[config.mk]
export PLATFORM = sky130hd
export DESIGN_NAME = udi_irq_ctrl
export DESIGN_NICKNAME = d
export VERILOG_FILES = /design/src/logic/udi_irq_ctrl.v /design/src/logic/udi_sync.v /design/src/logic/udi_frame_timer.v
export VERILOG_INCLUDE_DIRS = /design/src /design/src/inc
export SDC_FILE = /design/constraint.sdc
export NUM_CORES = 1
export LEC_CHECK = 0
export BUFFER_PORTS_ARGS = -buffer_cell sky130_fd_sc_hd__buf_2
export CAP_MARGIN = 40
export CORE_ASPECT_RATIO = 0.75
export CORE_UTILIZATION = 40
export CTS_CLUSTER_SIZE = 28
export DETAILED_ROUTE_END_ITERATION = 12
export PLACE_DENSITY = 0.64
export SLEW_MARGIN = 5
export SYNTH_ARGS = -nofsm -noshare
export SYNTH_HDL_FRONTEND = slang
export SYNTH_SLANG_ARGS = --single-unit
[constraint.sdc]
create_clock -name mclk -period 4.4 [get_ports mclk]
set_input_delay 0.66 -clock mclk [delete_from_list [all_inputs] [get_ports mclk]]
set_output_delay 0.66 -clock mclk [all_outputs]
set_load 0.03 [all_outputs]
[src/inc/udi_irq_defs.vh]
// Constants for the USB device interrupt logic
`ifndef UDI_IRQ_DEFS_VH
`define UDI_IRQ_DEFS_VH

// ****************************************
// Host command codes and transfer size
// ****************************************
`define UDI_CMD_READ_IRQ 8'hc0
`define UDI_IRQ_BYTES 3'h4

// ****************************************
// Status word field positions
// ****************************************
`define UDI_BIT_BUS_RESET 0
`define UDI_BIT_RESUME 1
`define UDI_BIT_SUSPEND_ENTRY 2
`define UDI_BIT_DMA_DONE 3
`define UDI_BIT_FRAME 4
`define UDI_BIT_PSEUDO_FRAME 5
`define UDI_BIT_LIVE_SUSPEND 7
`define UDI_BIT_CTRL_OUT 8
`define UDI_BIT_CTRL_IN 9
`define UDI_EP_LSB 8
`define UDI_EP_MSB 23
`define UDI_EP_COUNT 16

// ****************************************
// Reset values
// ****************************************
`define UDI_STATUS_RST 32'h0000_0000
`define UDI_PIN_RST_HIGH 1'b1

// ****************************************
// Timing
// ****************************************
`define UDI_CLK_PERIOD_NS 4
`define UDI_PULSE_NS 166
`define UDI_PULSE_CYCLES (`UDI_PULSE_NS / `UDI_CLK_PERIOD_NS)
`define UDI_FRAME_US 1000
`define UDI_FRAME_CYCLES ((`UDI_FRAME_US * 1000) / `UDI_CLK_PERIOD_NS)
`define UDI_MISSED_FRAMES_SUSPEND 2'h3

`endif

[src/logic/udi_irq_ctrl.v]
// Interrupt status, gating and host read port of the USB device
//
// Notes on behaviour
// Endpoints 14..1 flag in bits 23..10
// Control IN endpoint flags bit 9
// Control OUT endpoint flags bit 8
// Bit 7 mirrors live suspend, never latches
// Pseudo frame event sets bit 5
// Detected frame start sets bit 4
// DMA counter reaching zero sets bit 3
// Awake to suspend change sets bit 2
// Resume signalling sets bit 1
// Bus reset sets bit 0
// Events always latch; enables gate the output
// Global enable off keeps output inactive
// Polarity and pulse select; reset low, level
// Pulse mode: 166 ns per rising OR; code gives 41 clocks of 4 ns, 164 ns
// Status read clears reset, resume, DMA, frame
// Endpoint flags clear on endpoint status read
// SETUP/OUT interrupt only after data acknowledged
// Bulk interrupts on every ACK exchanged
// Isochronous interrupts on every transaction
// Missing frames give pseudo events every 1 ms
// Three missed frames enter suspend
// Host sends code c0, reads four bytes
// Level output holds while enabled flags set
`timescale 1ns/1ns
`include "udi_irq_defs.vh"
module udi_irq_ctrl #(
    parameter FRAME_CYCLES = `UDI_FRAME_CYCLES,
    parameter EP_COUNT = `UDI_EP_COUNT
) (
    input wire mclk,
    input wire resetn,
    input wire host_cs_n,
    input wire host_rd_n,
    input wire host_wr_n,
    input wire host_a0,
    input wire [7:0] host_data_in,
    output reg [7:0] host_data_out,
    output reg host_data_oe,
    input wire [EP_COUNT-1:0] ep_txn_done,
    input wire [EP_COUNT-1:0] ep_handshake_ack,
    input wire [EP_COUNT-1:0] ep_iso_mode,
    input wire [EP_COUNT-1:0] ep_status_read,
    input wire bus_suspend_in,
    input wire frame_start_seen,
    input wire dma_count_zero,
    input wire resume_seen,
    input wire bus_reset_seen,
    input wire [31:0] irq_enable_mask,
    input wire global_irq_enable,
    input wire irq_polarity_select,
    input wire irq_pulse_level_select,
    input wire pseudo_frame_irq_enable,
    output reg irq_out,
    output reg live_bus_suspend_state
);
    // Pulse length in clocks, cut to the width of its counter
    localparam integer PULSE_CYCLES_I = `UDI_PULSE_CYCLES;
    localparam [5:0] PULSE_LEN = PULSE_CYCLES_I[5:0];

    // Host port state machine
    localparam [1:0] HP_IDLE = 2'h0;
    localparam [1:0] HP_READ = 2'h1;

    wire cs_n_s;
    wire rd_n_s;
    wire wr_n_s;
    wire a0_s;
    wire [7:0] din_s;
    wire pseudo_frame_pulse;
    wire missed_suspend;

    reg rd_n_d_reg;
    reg wr_n_d_reg;
    reg [1:0] hp_state_reg;
    reg [1:0] hp_state_next;
    reg [2:0] byte_idx_reg;
    reg [31:0] snap_reg;
    reg status_read_pulse;
    reg [EP_COUNT-1:0] endpoint_event_flags;
    reg suspend_prev_reg;
    reg pseudo_frame_flag;
    reg frame_flag;
    reg dma_done_flag;
    reg suspend_entry_flag;
    reg resume_flag;
    reg reset_flag;
    reg any_prev_reg;
    reg [5:0] pulse_cnt_reg;
    reg irq_active;

    wire [EP_COUNT-1:0] ep_event;
    wire [31:0] status_word;
    wire [31:0] gate_mask;
    wire any_irq;
    wire rd_fall;
    wire wr_rise;
    wire suspend_now;

    // ****************************************
    // Pin synchronisers
    // ****************************************
    udi_sync #(
        .W(4),
        .RST_VAL(4'hf)
    ) u_sync_ctl (
        .mclk(mclk),
        .resetn(resetn),
        .async_in({host_cs_n, host_rd_n, host_wr_n, host_a0}),
        .sync_out({cs_n_s, rd_n_s, wr_n_s, a0_s})
    );

    udi_sync #(
        .W(8),
        .RST_VAL(8'h00)
    ) u_sync_data (
        .mclk(mclk),
        .resetn(resetn),
        .async_in(host_data_in),
        .sync_out(din_s)
    );

    // ****************************************
    // Pseudo frame timer
    // ****************************************
    udi_frame_timer #(
        .FRAME_CYCLES(FRAME_CYCLES)
    ) u_frame_timer (
        .mclk(mclk),
        .resetn(resetn),
        .frame_seen(frame_start_seen),
        .bus_reset_seen(bus_reset_seen),
        .pseudo_frame_pulse(pseudo_frame_pulse),
        .missed_suspend(missed_suspend)
    );

    // ****************************************
    // Host command port
    // ****************************************
    // Strobe edges, seen only on synchronised levels
    assign rd_fall = rd_n_d_reg & ~rd_n_s & ~cs_n_s;
    assign wr_rise = ~wr_n_d_reg & wr_n_s & ~cs_n_s;

    always @(posedge mclk or negedge resetn) begin
        if (!resetn) begin
            rd_n_d_reg <= 1'b1;
            wr_n_d_reg <= 1'b1;
        end else begin
            rd_n_d_reg <= rd_n_s;
            wr_n_d_reg <= wr_n_s;
        end
    end

    // Any command write ends a read sequence; a c0 code starts one
    always @* begin
        hp_state_next = hp_state_reg;
        status_read_pulse = 1'b0;
        case (hp_state_reg)
            HP_IDLE: begin
                if (wr_rise && a0_s && din_s == `UDI_CMD_READ_IRQ) begin
                    hp_state_next = HP_READ;
                    status_read_pulse = 1'b1;
                end
            end
            HP_READ: begin
                if (wr_rise) begin
                    hp_state_next = HP_IDLE;
                    if (a0_s && din_s == `UDI_CMD_READ_IRQ) begin
                        hp_state_next = HP_READ;
                        status_read_pulse = 1'b1;
                    end
                end else if (rd_fall && byte_idx_reg == `UDI_IRQ_BYTES - 3'h1) begin
                    hp_state_next = HP_IDLE;
                end
            end
            default: begin
                hp_state_next = HP_IDLE;
            end
        endcase
    end

    // Snapshot taken with the command, bytes returned low first
    always @(posedge mclk or negedge resetn) begin
        if (!resetn) begin
            hp_state_reg <= HP_IDLE;
            byte_idx_reg <= 3'h0;
            snap_reg <= `UDI_STATUS_RST;
            host_data_out <= 8'h00;
            host_data_oe <= 1'b0;
        end else begin
            hp_state_reg <= hp_state_next;
            if (status_read_pulse) begin
                snap_reg <= status_word;
                byte_idx_reg <= 3'h0;
            end else if (rd_fall && hp_state_reg == HP_READ) begin
                byte_idx_reg <= byte_idx_reg + 3'h1;
            end
            if (rd_fall && hp_state_reg == HP_READ) begin
                host_data_out <= snap_reg[{byte_idx_reg[1:0], 3'h0} +: 8];
                host_data_oe <= 1'b1;
            end else if (rd_n_s || cs_n_s) begin
                host_data_oe <= 1'b0;
            end
        end
    end

    // ****************************************
    // Endpoint event qualification
    // ****************************************
    // Non-iso: after ACK; iso: every transaction
    assign ep_event = ep_txn_done & (ep_iso_mode | ep_handshake_ack);

    // One sticky flag per endpoint; event wins over clear
    genvar e;
    generate
        for (e = 0; e < EP_COUNT; e = e + 1) begin : g_ep
            always @(posedge mclk or negedge resetn) begin
                if (!resetn) begin
                    endpoint_event_flags[e] <= 1'b0;
                end else begin
                    endpoint_event_flags[e] <= (endpoint_event_flags[e] & ~ep_status_read[e])
                        | ep_event[e];
                end
            end
        end
    endgenerate

    // ****************************************
    // Bus event flags
    // ****************************************
    assign suspend_now = bus_suspend_in | missed_suspend;

    // Status read clears these; a same-cycle event still sets
    always @(posedge mclk or negedge resetn) begin
        if (!resetn) begin
            suspend_prev_reg <= 1'b0;
            live_bus_suspend_state <= 1'b0;
            pseudo_frame_flag <= 1'b0;
            frame_flag <= 1'b0;
            dma_done_flag <= 1'b0;
            suspend_entry_flag <= 1'b0;
            resume_flag <= 1'b0;
            reset_flag <= 1'b0;
        end else begin
            suspend_prev_reg <= suspend_now;
            live_bus_suspend_state <= suspend_now;
            pseudo_frame_flag <= (pseudo_frame_flag & ~status_read_pulse)
                | pseudo_frame_pulse;
            frame_flag <= (frame_flag & ~status_read_pulse) | frame_start_seen;
            dma_done_flag <= (dma_done_flag & ~status_read_pulse) | dma_count_zero;
            suspend_entry_flag <= (suspend_entry_flag & ~status_read_pulse)
                | (suspend_now & ~suspend_prev_reg);
            resume_flag <= (resume_flag & ~status_read_pulse) | resume_seen;
            reset_flag <= (reset_flag & ~status_read_pulse) | bus_reset_seen;
        end
    end

    // ****************************************
    // Status word and gating
    // ****************************************
    assign status_word = {8'h00, endpoint_event_flags, live_bus_suspend_state, 1'b0,
        pseudo_frame_flag, frame_flag, dma_done_flag, suspend_entry_flag,
        resume_flag, reset_flag};

    // Pseudo frame bit uses its own enable; live state never interrupts
    assign gate_mask = {irq_enable_mask[31:6], pseudo_frame_irq_enable,
        irq_enable_mask[4:0]} & ~(32'h1 << `UDI_BIT_LIVE_SUSPEND);

    assign any_irq = global_irq_enable & (|(status_word & gate_mask));

    // ****************************************
    // Interrupt output
    // ****************************************
    // Level mode follows the gated OR; pulse mode fires on its rise
    always @* begin
        if (irq_pulse_level_select) begin
            irq_active = (pulse_cnt_reg != 6'h00);
        end else begin
            irq_active = any_irq;
        end
    end

    // Pulse counter reloads on each rise of the gated OR
    always @(posedge mclk or negedge resetn) begin
        if (!resetn) begin
            any_prev_reg <= 1'b0;
            pulse_cnt_reg <= 6'h00;
            irq_out <= `UDI_PIN_RST_HIGH;
        end else begin
            any_prev_reg <= any_irq;
            if (any_irq && !any_prev_reg) begin
                pulse_cnt_reg <= PULSE_LEN;
            end else if (pulse_cnt_reg != 6'h00) begin
                pulse_cnt_reg <= pulse_cnt_reg - 6'h01;
            end
            // Polarity select low means active low
            irq_out <= irq_polarity_select ? irq_active : ~irq_active;
        end
    end
endmodule

[src/logic/udi_sync.v]
// Two-flop synchroniser for pin inputs
`timescale 1ns/1ns
module udi_sync #(
    parameter W = 1,
    parameter [W-1:0] RST_VAL = {W{1'b0}}
) (
    input wire mclk,
    input wire resetn,
    input wire [W-1:0] async_in,
    output wire [W-1:0] sync_out
);
    // ****************************************
    // One synchroniser per bit
    // ****************************************
    genvar i;
    generate
        for (i = 0; i < W; i = i + 1) begin : g_bit
            reg meta_reg;
            reg stable_reg;
            // First flop feeds only the second
            always @(posedge mclk or negedge resetn) begin
                if (!resetn) begin
                    meta_reg <= RST_VAL[i];
                    stable_reg <= RST_VAL[i];
                end else begin
                    meta_reg <= async_in[i];
                    stable_reg <= meta_reg;
                end
            end
            assign sync_out[i] = stable_reg;
        end
    endgenerate
endmodule

[src/logic/udi_frame_timer.v]
// Pseudo frame timer and missed-frame suspend detector
`timescale 1ns/1ns
`include "udi_irq_defs.vh"
module udi_frame_timer #(
    parameter FRAME_CYCLES = `UDI_FRAME_CYCLES
) (
    input wire mclk,
    input wire resetn,
    input wire frame_seen,
    input wire bus_reset_seen,
    output reg pseudo_frame_pulse,
    output reg missed_suspend
);
    reg [19:0] count_reg;
    reg [1:0] missed_reg;
    reg armed_reg;

    // ****************************************
    // Frame interval counter
    // ****************************************
    // Timer arms on the first real frame and restarts on every one
    always @(posedge mclk or negedge resetn) begin
        if (!resetn) begin
            count_reg <= 20'h0_0000;
            missed_reg <= 2'h0;
            armed_reg <= 1'b0;
            pseudo_frame_pulse <= 1'b0;
            missed_suspend <= 1'b0;
        end else begin
            pseudo_frame_pulse <= 1'b0;
            if (bus_reset_seen) begin
                count_reg <= 20'h0_0000;
                missed_reg <= 2'h0;
                armed_reg <= 1'b0;
                missed_suspend <= 1'b0;
            end else if (frame_seen) begin
                count_reg <= 20'h0_0000;
                missed_reg <= 2'h0;
                armed_reg <= 1'b1;
                missed_suspend <= 1'b0;
            end else if (armed_reg && !missed_suspend) begin
                if (count_reg == FRAME_CYCLES[19:0] - 20'h0_0001) begin
                    count_reg <= 20'h0_0000;
                    pseudo_frame_pulse <= 1'b1;
                    missed_reg <= missed_reg + 2'h1;
                    if (missed_reg + 2'h1 == `UDI_MISSED_FRAMES_SUSPEND) begin
                        missed_suspend <= 1'b1;
                    end
                end else begin
                    count_reg <= count_reg + 20'h0_0001;
                end
            end
        end
    end
endmodule

; ---- Yosys cells after proc, flatten, opt, wreduce, memory -nomap -nowiden
; Cells that the tools add are included.
[totals]
input_bits = 119
reg_bits = 119
[op_classes]
n_eq_ne = 7
bitwise = 76
mux = 36
add_sub_neg = 4
shifts = 1
reduce_logical = 23
[op_table]
columns = op, n
row1 = 20-bit 2-to-1 mux, 4
row2 = 24-bit by 32-bit AND with 32-bit output, 1
row3 = 32-bit OR reduction, 1
row4 = 32-bit by 6-bit variable part select with 8-bit output, 1
row5 = 1-bit AND, 28
row6 = 1-bit bitwise OR, 23
row7 = 1-bit inverter, 22
row8 = "20-bit by 1-bit adder with 20-bit output, second input constant", 1
row9 = "20-bit by 18-bit == test with 1-bit output, second input constant", 1
row10 = 1-bit 2-to-1 mux, 19
row11 = 16-bit AND, 1
row12 = 16-bit bitwise OR, 1
row13 = 2-bit 2-to-1 mux, 7
row14 = 6-bit 2-to-1 mux, 2
row15 = 3-bit nonzero test, 3
row16 = "8-bit == test, second input constant", 1
row17 = 2-bit nonzero test, 4
row18 = 1-bit logical AND, 7
row19 = 3-bit 2-to-1 mux, 2
row20 = 6-bit nonzero test, 1
row21 = "6-bit by 1-bit subtractor with 6-bit output, second input constant", 1
row22 = 2-bit case mux with 2 select lines, 1
row23 = 2-bit AND reduction, 2
row24 = "3-bit by 1-bit adder with 3-bit output, second input constant", 1
row25 = other kinds (11), 12

; ---- Depth between registers and ports, before layout
; Gate-level depths: netlist of run 1.
[logic_depth]
depth_word = 10
depth_mapped = 7
ltp_nobuf = 7

; ---- Cells and area by module
; Synthesis of run 1 repeated with hierarchy kept, for this count alone.
[hier_totals]
hier_cells = 456
area_unflattened_um2 = 5258.8
[by_module_without_submodules]
columns = module, seq_area_each_um2, n_inst, area_per_inst_um2, cells_per_inst
row1 = udi_irq_ctrl, 1730.4, 1, 3150.5, 267
row2 = udi_frame_timer, 625.6, 1, 1407.6, 153
row3 = udi_sync at u_sync_data, 400.4, 1, 460.4, 24
row4 = udi_sync at u_sync_ctl, 210.2, 1, 240.2, 12

; ---- Worst setup path before layout of run 1
; No wires, ideal clock.
[synth_timing]
path_kind = flip-flop to flip-flop
from = register u_frame_timer.count_reg[0]
to = register u_frame_timer.count_reg[11]
period_less_slack_ns = 2.096
path_slack_ns = 2.304
required_time_ns = 4.281
t_arrival_ns = 1.977
path_buffers = 1
setup_time_ns = 0.119
path_stages_with_launch = 8
path_cell_list = dfrtp_1 > ha_1 > or4bb_1 > or3_4 > or2_4 > o21ai_4 > buf_6 > nor2_1
[synth_via]
elab_chain_cells = 5
[synth_lines]
columns = element, line_no
row1 = from (decl), udi_frame_timer.v:14  ; reg [19:0] count_reg;
row2 = from (signal assigned), udi_frame_timer.v:50  ; count_reg <= count_reg + 20'h0_0001;
row3 = 20-bit by 1-bit adder with 20-bit output / 20-bit by 18-bit == test with 1-bit output (equally long branches), "udi_frame_timer.v:50, udi_frame_timer.v:42"
row4 = 20-bit 2-to-1 mux *, udi_frame_timer.v:42  ; if (count_reg == FRAME_CYCLES[19:0] - 20'h0_0001) begin
row5 = 20-bit 2-to-1 mux *, udi_frame_timer.v:41  ; end else if (armed_reg && !missed_suspend) begin
row6 = 20-bit 2-to-1 mux *, udi_frame_timer.v:36  ; end else if (frame_seen) begin
row7 = 20-bit 2-to-1 mux *, udi_frame_timer.v:31  ; if (bus_reset_seen) begin
; Mark *: on every way between the ends. The rest lies on a longest branch, timed or not. The select of a mux whose other input is x is not followed.
; A chain may end at the register's enable or synchronous reset.

; ---- Worst setup path in the final report of run 1
[layout_timing]
from = register u_frame_timer.count_reg[0]
to = register u_frame_timer.count_reg[18]
; Same word-level chain as after synthesis.

==> impl_results.md, run 1 <==
- Slew Limit Headroom: 48.50%
- Wire length per cell: 14.17 µm
- Post-DP HPWL: 7321 µm
- Clock Path Buffers: 2
- Fin Hold WS: ~310 ps
- Syn Nets: 554
- Status: finished clean
- Max FFs per register: 23
- CTS clk-pin slew, worst paths: 60 ps
- Clock sink count: ~120
- Total Routing Usage GR: 17.51%
- Diode count: 0
- PD cells: 451.8 mW/mm²
- CTS root buf: clkbuf_16
- Setup TNS after final layout: 0 ps
- Finished Layout Cells: 733
- DRC: 0
- Crit. End Element: flop
- Worst-Margin Slew: 753.0 ps
- Global-route wire length before repair: 16810 µm
- Via/cell ratio: 4.921
- Synth Register Bits: approximately 120
- Clock share of power: between 50 and 60%
- Post-CTS Setup Inserts: 0
- Vias in the first global route: ~3500
- Cell variety after synth: 49
- Most common cell in the netlist: dfrtp_1
- DRT iter0 DRCs: 196
- Post-route ant nets: 0
- WP data required: 4680 ps
- Num ports: 130
- Post-Synthesis Cell Area: 0.004917 mm²
- # resized after CTS: 0
- Layout cells sized above 1: 33.98%
- PortBufs: 118
- Fin. Hold Viols: 0
- Number of enable flip-flop cells after synthesis: 0
- Initial antenna violation count: 0
- Peak supply drop: about 300 µV
- GP Congestion: 0.8100
- Vias: 3607
- Leading area contributor after synthesis: dfrtp_1
- # H-tree levels: 4
- MaxCap Viol Count: 0
- Leak: 3.023 nW
- RSZ-0062 raised after global routing: no
- Hold Crit Class: in -> async
- Cells after Synth: between 400 and 500
- Final Critical Period: 2420 ps
- WP data arrival: 2700 ps
- Die height: 98.02 µm
- Nets: 683
- DRT Pass-1 Iters: 5
- Yosys warning total: 0
- Dpl cells: ~700
- Worst-path maximum fanout: 16
- Synth top area cells: dfrtp_1 54%, dfstp_2 5.9%, mux2_2 5.5%
- Sw power: 0.0006530 W
- CTS tree: done
- Combinational power share: under 10%
- Final wirelength: ~10000 µm
- Fmax: 0.4132 GHz
- Area Growth Syn to Fin: 28.57%
- Largest net degree at the start of global routing: 62
- Worst Skew: 6.012 ps
- Share of the synthesized area in the top cell type: 54.45%
- CP Class: reg -> reg
- Initial core utilization: 41.73%
- Synth Flop Type: dfrtp_1
- Die Area: ~0.013 mm²
- Final Cycle Share: 55.01%
- Sequential fraction of the synthesis area: 60.33%
- CP startpoint kind: flop
- Core ar.: 0.01178 mm²
- Clock buffer count from CTS: 17
- Commonest cells in the netlist: 107 x dfrtp_1, 49 x nor2_1, 34 x o21ai_0
- Fraction of registers with async set/reset: 100.0%
- Clk Latency, worst-skew pair: 410 ps
- Grt total ovfl: 0
- Max Slew Vio Count: 0
- Sw frac: 22.86%
- Hold_buf cts: 0
- Internal power of the cells: 0.002204 W
- Syn Area/Cell: ~11 µm²
- Setup Viol. Count Final: 0
- Share of power burned in registers: 41.6%
- Num rows: 34
- Die W: approximately 130 µm
cell families (layout without fill, tap and decap cells):
family	after synthesis	after routing	share of synthesized area, %
buffers and inverters	36	178	2.926
muxes	31	31	6.921
and+or+nand+nor	127	127	13.08
adders and majority gates	6	6	1.527
xor gates and xnor gates	21	21	3.740
AOI/OAI and AO/OA	90	90	11.48
DFF	118	118	60.33
critical path, cell delays in order, from the launching register on:
cell,delay [ps]
dfrtp_1,460
ha_1,280
or4bb_1,430
or3_4,370
or2_4,260
o21ai_4,380
nor2_1,100
final timing paths:
| kind | startpoint | end | slack, ps | depth (start not counted) |
|---|---|---|---|---|
| worst max-delay path | u_frame_timer.count_reg[0] | u_frame_timer.count_reg[18] | 1980 | 6 |
| worst min-delay path | resetn | pulse_cnt_reg[5] | 310 | 1 |
| worst max register to register | u_frame_timer.count_reg[0] | u_frame_timer.count_reg[18] | 1980 | 6 |
| worst min register to register | u_sync_data.g_bit[6].meta_reg | u_sync_data.g_bit[6].stable_reg | 350 | 0 |
| max in group asynchronous | resetn | endpoint_event_flags[4] | 3190 | 2 |
| min in group mclk | host_a0 | u_sync_ctl.g_bit[0].meta_reg | 350 | 1 |
area by class of cell:
cell class | instances | area (µm²)
Sequential cell | 118 | 2967
Timing Repair Buffer | 122 | 619.3
Clock inverter | 14 | 197.7
Fill cell | 1045 | 5461
Inverter | 24 | 90.09
Clock buffer | 18 | 439.2
Tap cell | 162 | 202.7
Multi-Input combinational cell | 275 | 1807
per-stage QoR:
stage	power [W]	cell area (µm²)	utilization [%]	worst slack [ps]
after global routing	0.002969	6322	53.65	1813
after global placement	0.001391	5682	48.22	1955
final	0.002857	6322	53.65	1980
after detailed placement	0.001402	5685	48.25	1929
after CTS	0.002890	6322	53.65	1983
after floorplan	0.001295	4917	-	2304
cell usage in the layout, fill, tap and decap left out, types with 17 or more instances in the layout:
| cell type | netlist | layout |
|---|---|---|
| inv_1 | 24 | 24 |
| mux2_2 | 24 | 24 |
| o21ai_0 | 34 | 34 |
| nand2_1 | 19 | 19 |
| a21oi_1 | 22 | 22 |
| dfrtp_1 | 107 | 107 |
| clkbuf_16 | 0 | 17 |
| buf_2 | 1 | 117 |
| nor2_1 | 49 | 49 |
metal layers:
| metal | track usage, % | wire [µm] | vias up |
|---|---|---|---|
| li1 | - | - | 1767 |
| met4 | 5.635 | 142 | 0 |
| met2 | 26.27 | 4538 | 114 |
| met5 | 0 | 0 | - |
| met1 | 23.68 | 5064 | 1710 |
| met3 | 6.082 | 640 | 16 |
power by group through the flow:
stage	Sequential (W)	Combinational, W	Clock (W)
floorplan	0.00120	0.0000978	0
global placement	0.00120	0.000188	0
detailed placement	0.00121	0.000195	0
CTS	0.00119	0.000197	0.00150
global route	0.00120	0.000222	0.00155
finish	0.00119	0.000193	0.00148
Power figures use the tool's default switching activity.
==> run 2: changes to the inputs <==
==> constraint.sdc (replaced) <==
create_clock -name mclk -period 2.4 [get_ports mclk]
set_input_delay 0.36 -clock mclk [delete_from_list [all_inputs] [get_ports mclk]]
set_output_delay 0.36 -clock mclk [all_outputs]
set_load 0.03 [all_outputs]
==> run 2 against run 1 <==
Against the previous run: core utilization rose by 0.33 points; sequential share of layout area shrank 0.29 points; final area rose by 0.61%; wire length up 0.72%; fmax grew 6.3%; count of clock-buffer cells in the layout is the same; global-route usage increased by 0.23 points; sequential power increased by 83%; via count about the same; critical path depth up 1; register-to-register slack got worse by 1900 ps; critical path type unchanged.
==> impl_results.md, run 2 (synthesis results as in run 1) <==
- Status: finished clean
- Initial antenna violation count: 0 (unchanged)
- DRC: 0 (unchanged)
- Crit. End Element: flop
- Setup Viol. Count Final: 0 (unchanged)
- Post-route ant nets: 0 (unchanged)
- # H-tree levels: 4 (unchanged)
- Largest net degree at the start of global routing: 49 (-21%)
- GP Congestion: 0.8148 (+0.59%)
- Fin. Hold Viols: 0 (unchanged)
- Final Critical Period: 2278 ps (-142.6 ps)
- Commonest non-fill, non-tap cell in the layout: buf_2
- CP startpoint kind: flop
- CTS root buf: clkbuf_16
- RSZ-0062 raised after global routing: no
- FF-to-FF Start: u_frame_timer.count_reg[1]
- Fin util: 53.98% (+0.33 points)
- Die W: 130.0 µm (unchanged)
- Dpl cells: 706 (+0.71%)
- CTS clk-pin slew, worst paths: 60 ps (about the same)
- Nets: 689 (+0.88%)
- Die height: 98.02 µm (unchanged)
- Layout cells sized above 1: 34.66% (+0.69 points)
- Final Cycle Share: 94.90% (+40 points)
- Worst-path maximum fanout: 16 (unchanged)
- Worst r2r path cells: 7 (+1)
- DRT Pass-1 Iters: 4 (-1)
- Hold Crit Class: in -> reg
- Initial core utilization: 41.73% (unchanged)
- Total Routing Usage GR: 17.74% (+0.23 points)
- Clk Latency, worst-skew pair: 410 ps (about the same)
- Hold endpoint: u_sync_ctl.g_bit[0].meta_reg
- Vias: 3610 (+0.083%)
- Worst hold path depth: 1
- Finished Layout Cells: 739 (+0.82%)
- DRT iter0 DRCs: 205 (+4.6%)
- Peak supply drop: 530.3 µV (+81%)
- Worst Skew: 10.19 ps (+4.174 ps)
- CTS tree: done
- Area Growth Syn to Fin: 29.36%
- PD cells: 792.3 mW/mm² (+75%)
- WP data arrival: 2570 ps (-130 ps)
- Wire length per cell: 14.15 µm (about the same)
- Setup TNS after final layout: 0 ps (unchanged)
- Hold path start: host_a0
- Slew Limit Headroom: 50.63% (+2.1 points)
- Num ports: 130 (unchanged)
- Fmax: 0.4390 GHz (+6.3%)
- Vias in the first global route: 3560 (+0.82%)
- Final wirelength: 10460 µm (+0.72%)
- Clock buffer count from CTS: 17 (unchanged)
- PortBufs: 118 (unchanged)
- Worst-Margin Slew: 736.1 ps (-16.87 ps)
- Most frequent cells in the layout: 117 x buf_2, 107 x dfrtp_1, 49 x nor2_1
- Clock sink count: 118 (unchanged)
- Die Area: 0.01275 mm² (unchanged)
- WP data required: 2690 ps (-1990 ps)
- Max Slew Vio Count: 0 (unchanged)
- Leak: 3.051 nW (+0.93%)
- Post-DP HPWL: 7459 µm (+1.9%)
- Via/cell ratio: 4.885 (-0.73%)
- Grt total ovfl: 0 (unchanged)
- MaxCap Viol Count: 0 (unchanged)
- Diode count: 0 (unchanged)
- Pre-CTS WS: 214.0 ps (-1715 ps)
- Flop-to-flop setup slack: 120 ps (-1860 ps)
- Setup ws final: 122.3 ps (-1857 ps)
- Fin Hold WS: 49.40 ps (-261.2 ps)
- Crit Reg-Reg Endpoint: u_frame_timer.count_reg[7]
- CP Class: reg -> reg
- Global-route wire length before repair: 17040 µm (+1.4%)
- Core ar.: 0.01178 mm² (unchanged)
- Max FFs per register: 23 (unchanged)
- Filler Cells Inserted: 1036 (-0.86%)
- Num rows: 34 (unchanged)
- Clock Path Buffers: 2 (unchanged)
-- run 2: cell types whose count changed in the layout (fill, tap and decap cells not counted) --
cell,delta
buf_1,-1
buf_12,+3
buf_4,+3
bufinv_16,-2
clkinv_2,+2
clkinv_4,-1
dlygate4sd3_1,+1
inv_6,+1
-- run 2: report_power, final --
group          internal, W  switching, W
logic             0.000181      0.000191
clock network      0.00156      0.000933
registers          0.00210     0.0000754
-- run 2: worst max-delay path, cell delays in order (launching register included) --
cell and delay, ps:
dfrtp_1 440, ha_1 280, or4bb_1 450, or3_4 370
or2_4 260, o21ai_4 150, buf_12 160, nor2_1 50
-- run 2: worst max path at each step --
stage,startpoint,to,slack [ps],cells after the start
floorplan,u_frame_timer.count_reg[0],u_frame_timer.count_reg[13],300,7
global placement,u_frame_timer.count_reg[1],u_frame_timer.count_reg[12],250,7
detailed placement,u_frame_timer.count_reg[1],u_frame_timer.count_reg[7],210,7
CTS,u_frame_timer.count_reg[1],u_frame_timer.count_reg[17],140,7
global route,u_frame_timer.count_reg[1],u_frame_timer.count_reg[7],50,7
finish,u_frame_timer.count_reg[1],u_frame_timer.count_reg[7],120,7
-- run 2: routing by layer --
layer  vias to the layer above  routed length (µm)  global-route usage [%]
li1                       1787                   -                       -
met1                      1699                5088                   23.73
met2                       115                4618                   26.96
met3                         9                 663                   5.973
met4                         0                  89                   5.903
met5                         -                   0                       0
-- run 2: cell type report --
class                           count  area [µm²]  share of cell area [%]
Sequential cell                   118        2967                   46.64
Multi-Input combinational cell    275        1807                   28.40
Timing Repair Buffer              128       708.2                   11.13
Clock buffer                       18       439.2                   6.904
Tap cell                          162       202.7                   3.186
Clock inverter                     14       147.6                   2.321
Inverter                           24       90.09                   1.416
-- run 2: stage by stage --
stage               cell area [µm²]  power, W
CTS                            6361  0.005097
finish                         6361  0.005040
global placement               5764  0.002566
global route                   6361  0.005262
floorplan                      4917  0.002375
detailed placement             5764  0.002584
-- run 2: timing repair --
| action | CTS | global route |
|---|---|---|
| endpoints found under the setup margin | 0 | 0 |
| hold buffers | 1 | 0 |
| hold endpoints to repair | 36 | 0 |
| resized for setup | 0 | 0 |
| setup buffers | 0 | 0 |
==> run 3: changes to the inputs <==
--- a/config.mk
+++ b/config.mk
@@ -12,6 +12,7 @@
 export CORE_UTILIZATION = 40
 export CTS_CLUSTER_SIZE = 28
 export DETAILED_ROUTE_END_ITERATION = 12
+export HOLD_SLACK_MARGIN = 0.08
 export PLACE_DENSITY = 0.64
 export SLEW_MARGIN = 5
 export SYNTH_ARGS = -nofsm -noshare
==> run 3 against run 2 <==
Against the previous run: wire length up 0.96%; first-iteration DRC count up 17%; sequential share of layout area down 0.86 points; fmax about the same; sequential cell count unchanged; hold slack better by 67 ps; final area up 1.9%; critical endpoint is now u_frame_timer.count_reg[9].
==> impl_results.md, run 3 (synthesis results as in run 1) <==
- Post-route cell area: 0.006481 mm² (+1.9%)
- Pre-CTS WS: 214.0 ps (unchanged)
- CTS root buf: clkbuf_16
- Final Cycle Share: 94.94% (about the same)
- Setup Viol. Count Final: 0 (unchanged)
- CTS clk-pin slew, worst paths: 60 ps (about the same)
- Final wirelength: 10560 µm (+0.96%)
- DRT iter0 DRCs: 239 (+17%)
- Worst-Margin Slew: 738.8 ps (+2.684 ps)
- PD cells: 779.8 mW/mm² (-1.6%)
- MaxCap Viol Count: 0 (unchanged)
- CP startpoint kind: flop
- CP Class: reg -> reg
- Die W: 130.0 µm (unchanged)
- CTS tree: done
- Worst Skew: 10.62 ps (+0.4331 ps)
- GP Congestion: 0.8148 (unchanged)
- Die height: 98.02 µm (unchanged)
- Total Routing Usage GR: 17.96% (+0.23 points)
- Commonest non-fill, non-tap cell in the layout: buf_2
- Clock sink count: 118 (unchanged)
- Setup TNS after final layout: 0 ps (unchanged)
- Fin. Hold Viols: 0 (unchanged)
- Fmax: 0.4389 GHz (about the same)
- Num rows: 34 (unchanged)
- Clock buffer count from CTS: 17 (unchanged)
- Finished Layout Cells: 751 (+1.6%)
- Diode count: 0 (unchanged)
- Post-DP HPWL: 7459 µm (unchanged)
- Die Area: 0.01275 mm² (unchanged)
- Clock Path Buffers: 2 (unchanged)
- Post-CTS Setup Inserts: 0 (unchanged)
- Max FFs per register: 23 (unchanged)
- Via/cell ratio: 4.908 (+0.47%)
- Global-route wire length before repair: 17310 µm (+1.6%)
- Post-route ant nets: 0 (unchanged)
- Area Growth Syn to Fin: 31.81%
- Slew Limit Headroom: 50.45% (-0.18 points)
- Vias in the first global route: 3649 (+2.5%)
- Setup ws final: 121.5 ps (-0.8910 ps)
- Initial antenna violation count: 0 (unchanged)
- Leak: 3.102 nW (+1.6%)
- Layout cells sized above 1: 33.96% (-0.71 points)
- Status: finished clean
- Grt total ovfl: 0 (unchanged)
- Wire length per cell: 14.06 µm (-0.66%)
- Fin Hold WS: 116.4 ps (+66.98 ps)
- Worst-path maximum fanout: 16 (unchanged)
- DRT Pass-1 Iters: 5 (+1)
- Hold path start: ep_status_read[2]
- Worst hold path depth: 2 (+1)
- # H-tree levels: 4 (unchanged)
- WP data required: 2690 ps (about the same)
- Filler Cells Inserted: 1024 (-1.2%)
- Final Critical Period: 2279 ps (+0.8910 ps)
- Crit Reg-Reg Endpoint: u_frame_timer.count_reg[9]
- WP data arrival: 2570 ps (about the same)
- DRC: 0 (unchanged)
- Nets: 701 (+1.7%)
- Clk Latency, worst-skew pair: 410 ps (about the same)
- PortBufs: 118 (unchanged)
- Initial core utilization: 41.73% (unchanged)
- Largest net degree at the start of global routing: 49 (unchanged)
- FF-to-FF Start: u_frame_timer.count_reg[1]
- Most frequent cells in the layout: 117 x buf_2, 107 x dfrtp_1, 49 x nor2_1
- Num ports: 130 (unchanged)
- RSZ-0062 raised after global routing: no
- Hold Crit Class: in -> reg
- Placed Area: 0.005764 mm² (unchanged)
- Core ar.: 0.01178 mm² (unchanged)
- Peak supply drop: 531.6 µV (+0.23%)
- Dpl cells: 706 (unchanged)
- Hold_buf cts: 13 (+12)
- Vias: 3686 (+2.1%)
- # resized after CTS: 0 (unchanged)
- Worst r2r path cells: 7 (unchanged)
- Crit. End Element: flop
- Flop-to-flop setup slack: 120 ps (about the same)
- Hold endpoint: endpoint_event_flags[2]
- Max Slew Vio Count: 0 (unchanged)
[run 3: changes by cell type in the layout (fill, tap and decap cells not counted), sizes merged]
| cell | change |
|---|---|
| dlygate4sd3 | +12 |
[run 3: through the flow]
step	power (W)	util [%]
2_1_floorplan	0.002375	-
3_3_place_gp	0.002566	48.92
3_5_place_dp	0.002584	48.92
4_1_cts	0.005111	55.00
5_1_grt	0.005278	55.00
6_report	0.005054	55.00
[run 3: report_power, final]
part	internal (W)	switching [W]	total, W
logic	0.000194	0.000194	0.000387
clock network	0.00156	0.000932	0.00249
registers	0.00210	0.0000754	0.00218
[run 3: how the worst max path moves through the flow]
stage               cells after the start  slack, ps                     endpoint                        from
finish                                  7        120   u_frame_timer.count_reg[9]  u_frame_timer.count_reg[1]
floorplan                               7        300  u_frame_timer.count_reg[13]  u_frame_timer.count_reg[0]
CTS                                     7        140  u_frame_timer.count_reg[17]  u_frame_timer.count_reg[1]
global route                            7         50   u_frame_timer.count_reg[7]  u_frame_timer.count_reg[1]
global placement                        7        250  u_frame_timer.count_reg[12]  u_frame_timer.count_reg[1]
detailed placement                      7        210   u_frame_timer.count_reg[7]  u_frame_timer.count_reg[1]
[run 3: worst max-delay path, stage by stage (launching register included)]
cell,delay [ps]
dfrtp_1,440
ha_1,280
or4bb_1,450
or3_4,370
or2_4,260
o21ai_4,150
buf_12,150
nor2_1,50
[run 3: per-layer routing]
layer	up-vias	GRT usage [%]	wire [µm]
met5	-	0	0
met4	0	5.903	99
met3	11	5.973	697
met2	127	27.66	4690
met1	1737	23.80	5072
li1	1811	-	-
[run 3: layout make-up]
| class | count | area [µm²] | share of cell area (%) |
|---|---|---|---|
| inverter | 24 | 90.09 | 1.390 |
| multi-input combinational | 275 | 1807 | 27.88 |
| tap | 162 | 202.7 | 3.127 |
| timing repair buffer | 140 | 828.3 | 12.78 |
| clock buffer | 18 | 439.2 | 6.776 |
| sequential | 118 | 2967 | 45.77 |
| clock inverter | 14 | 147.6 | 2.278 |
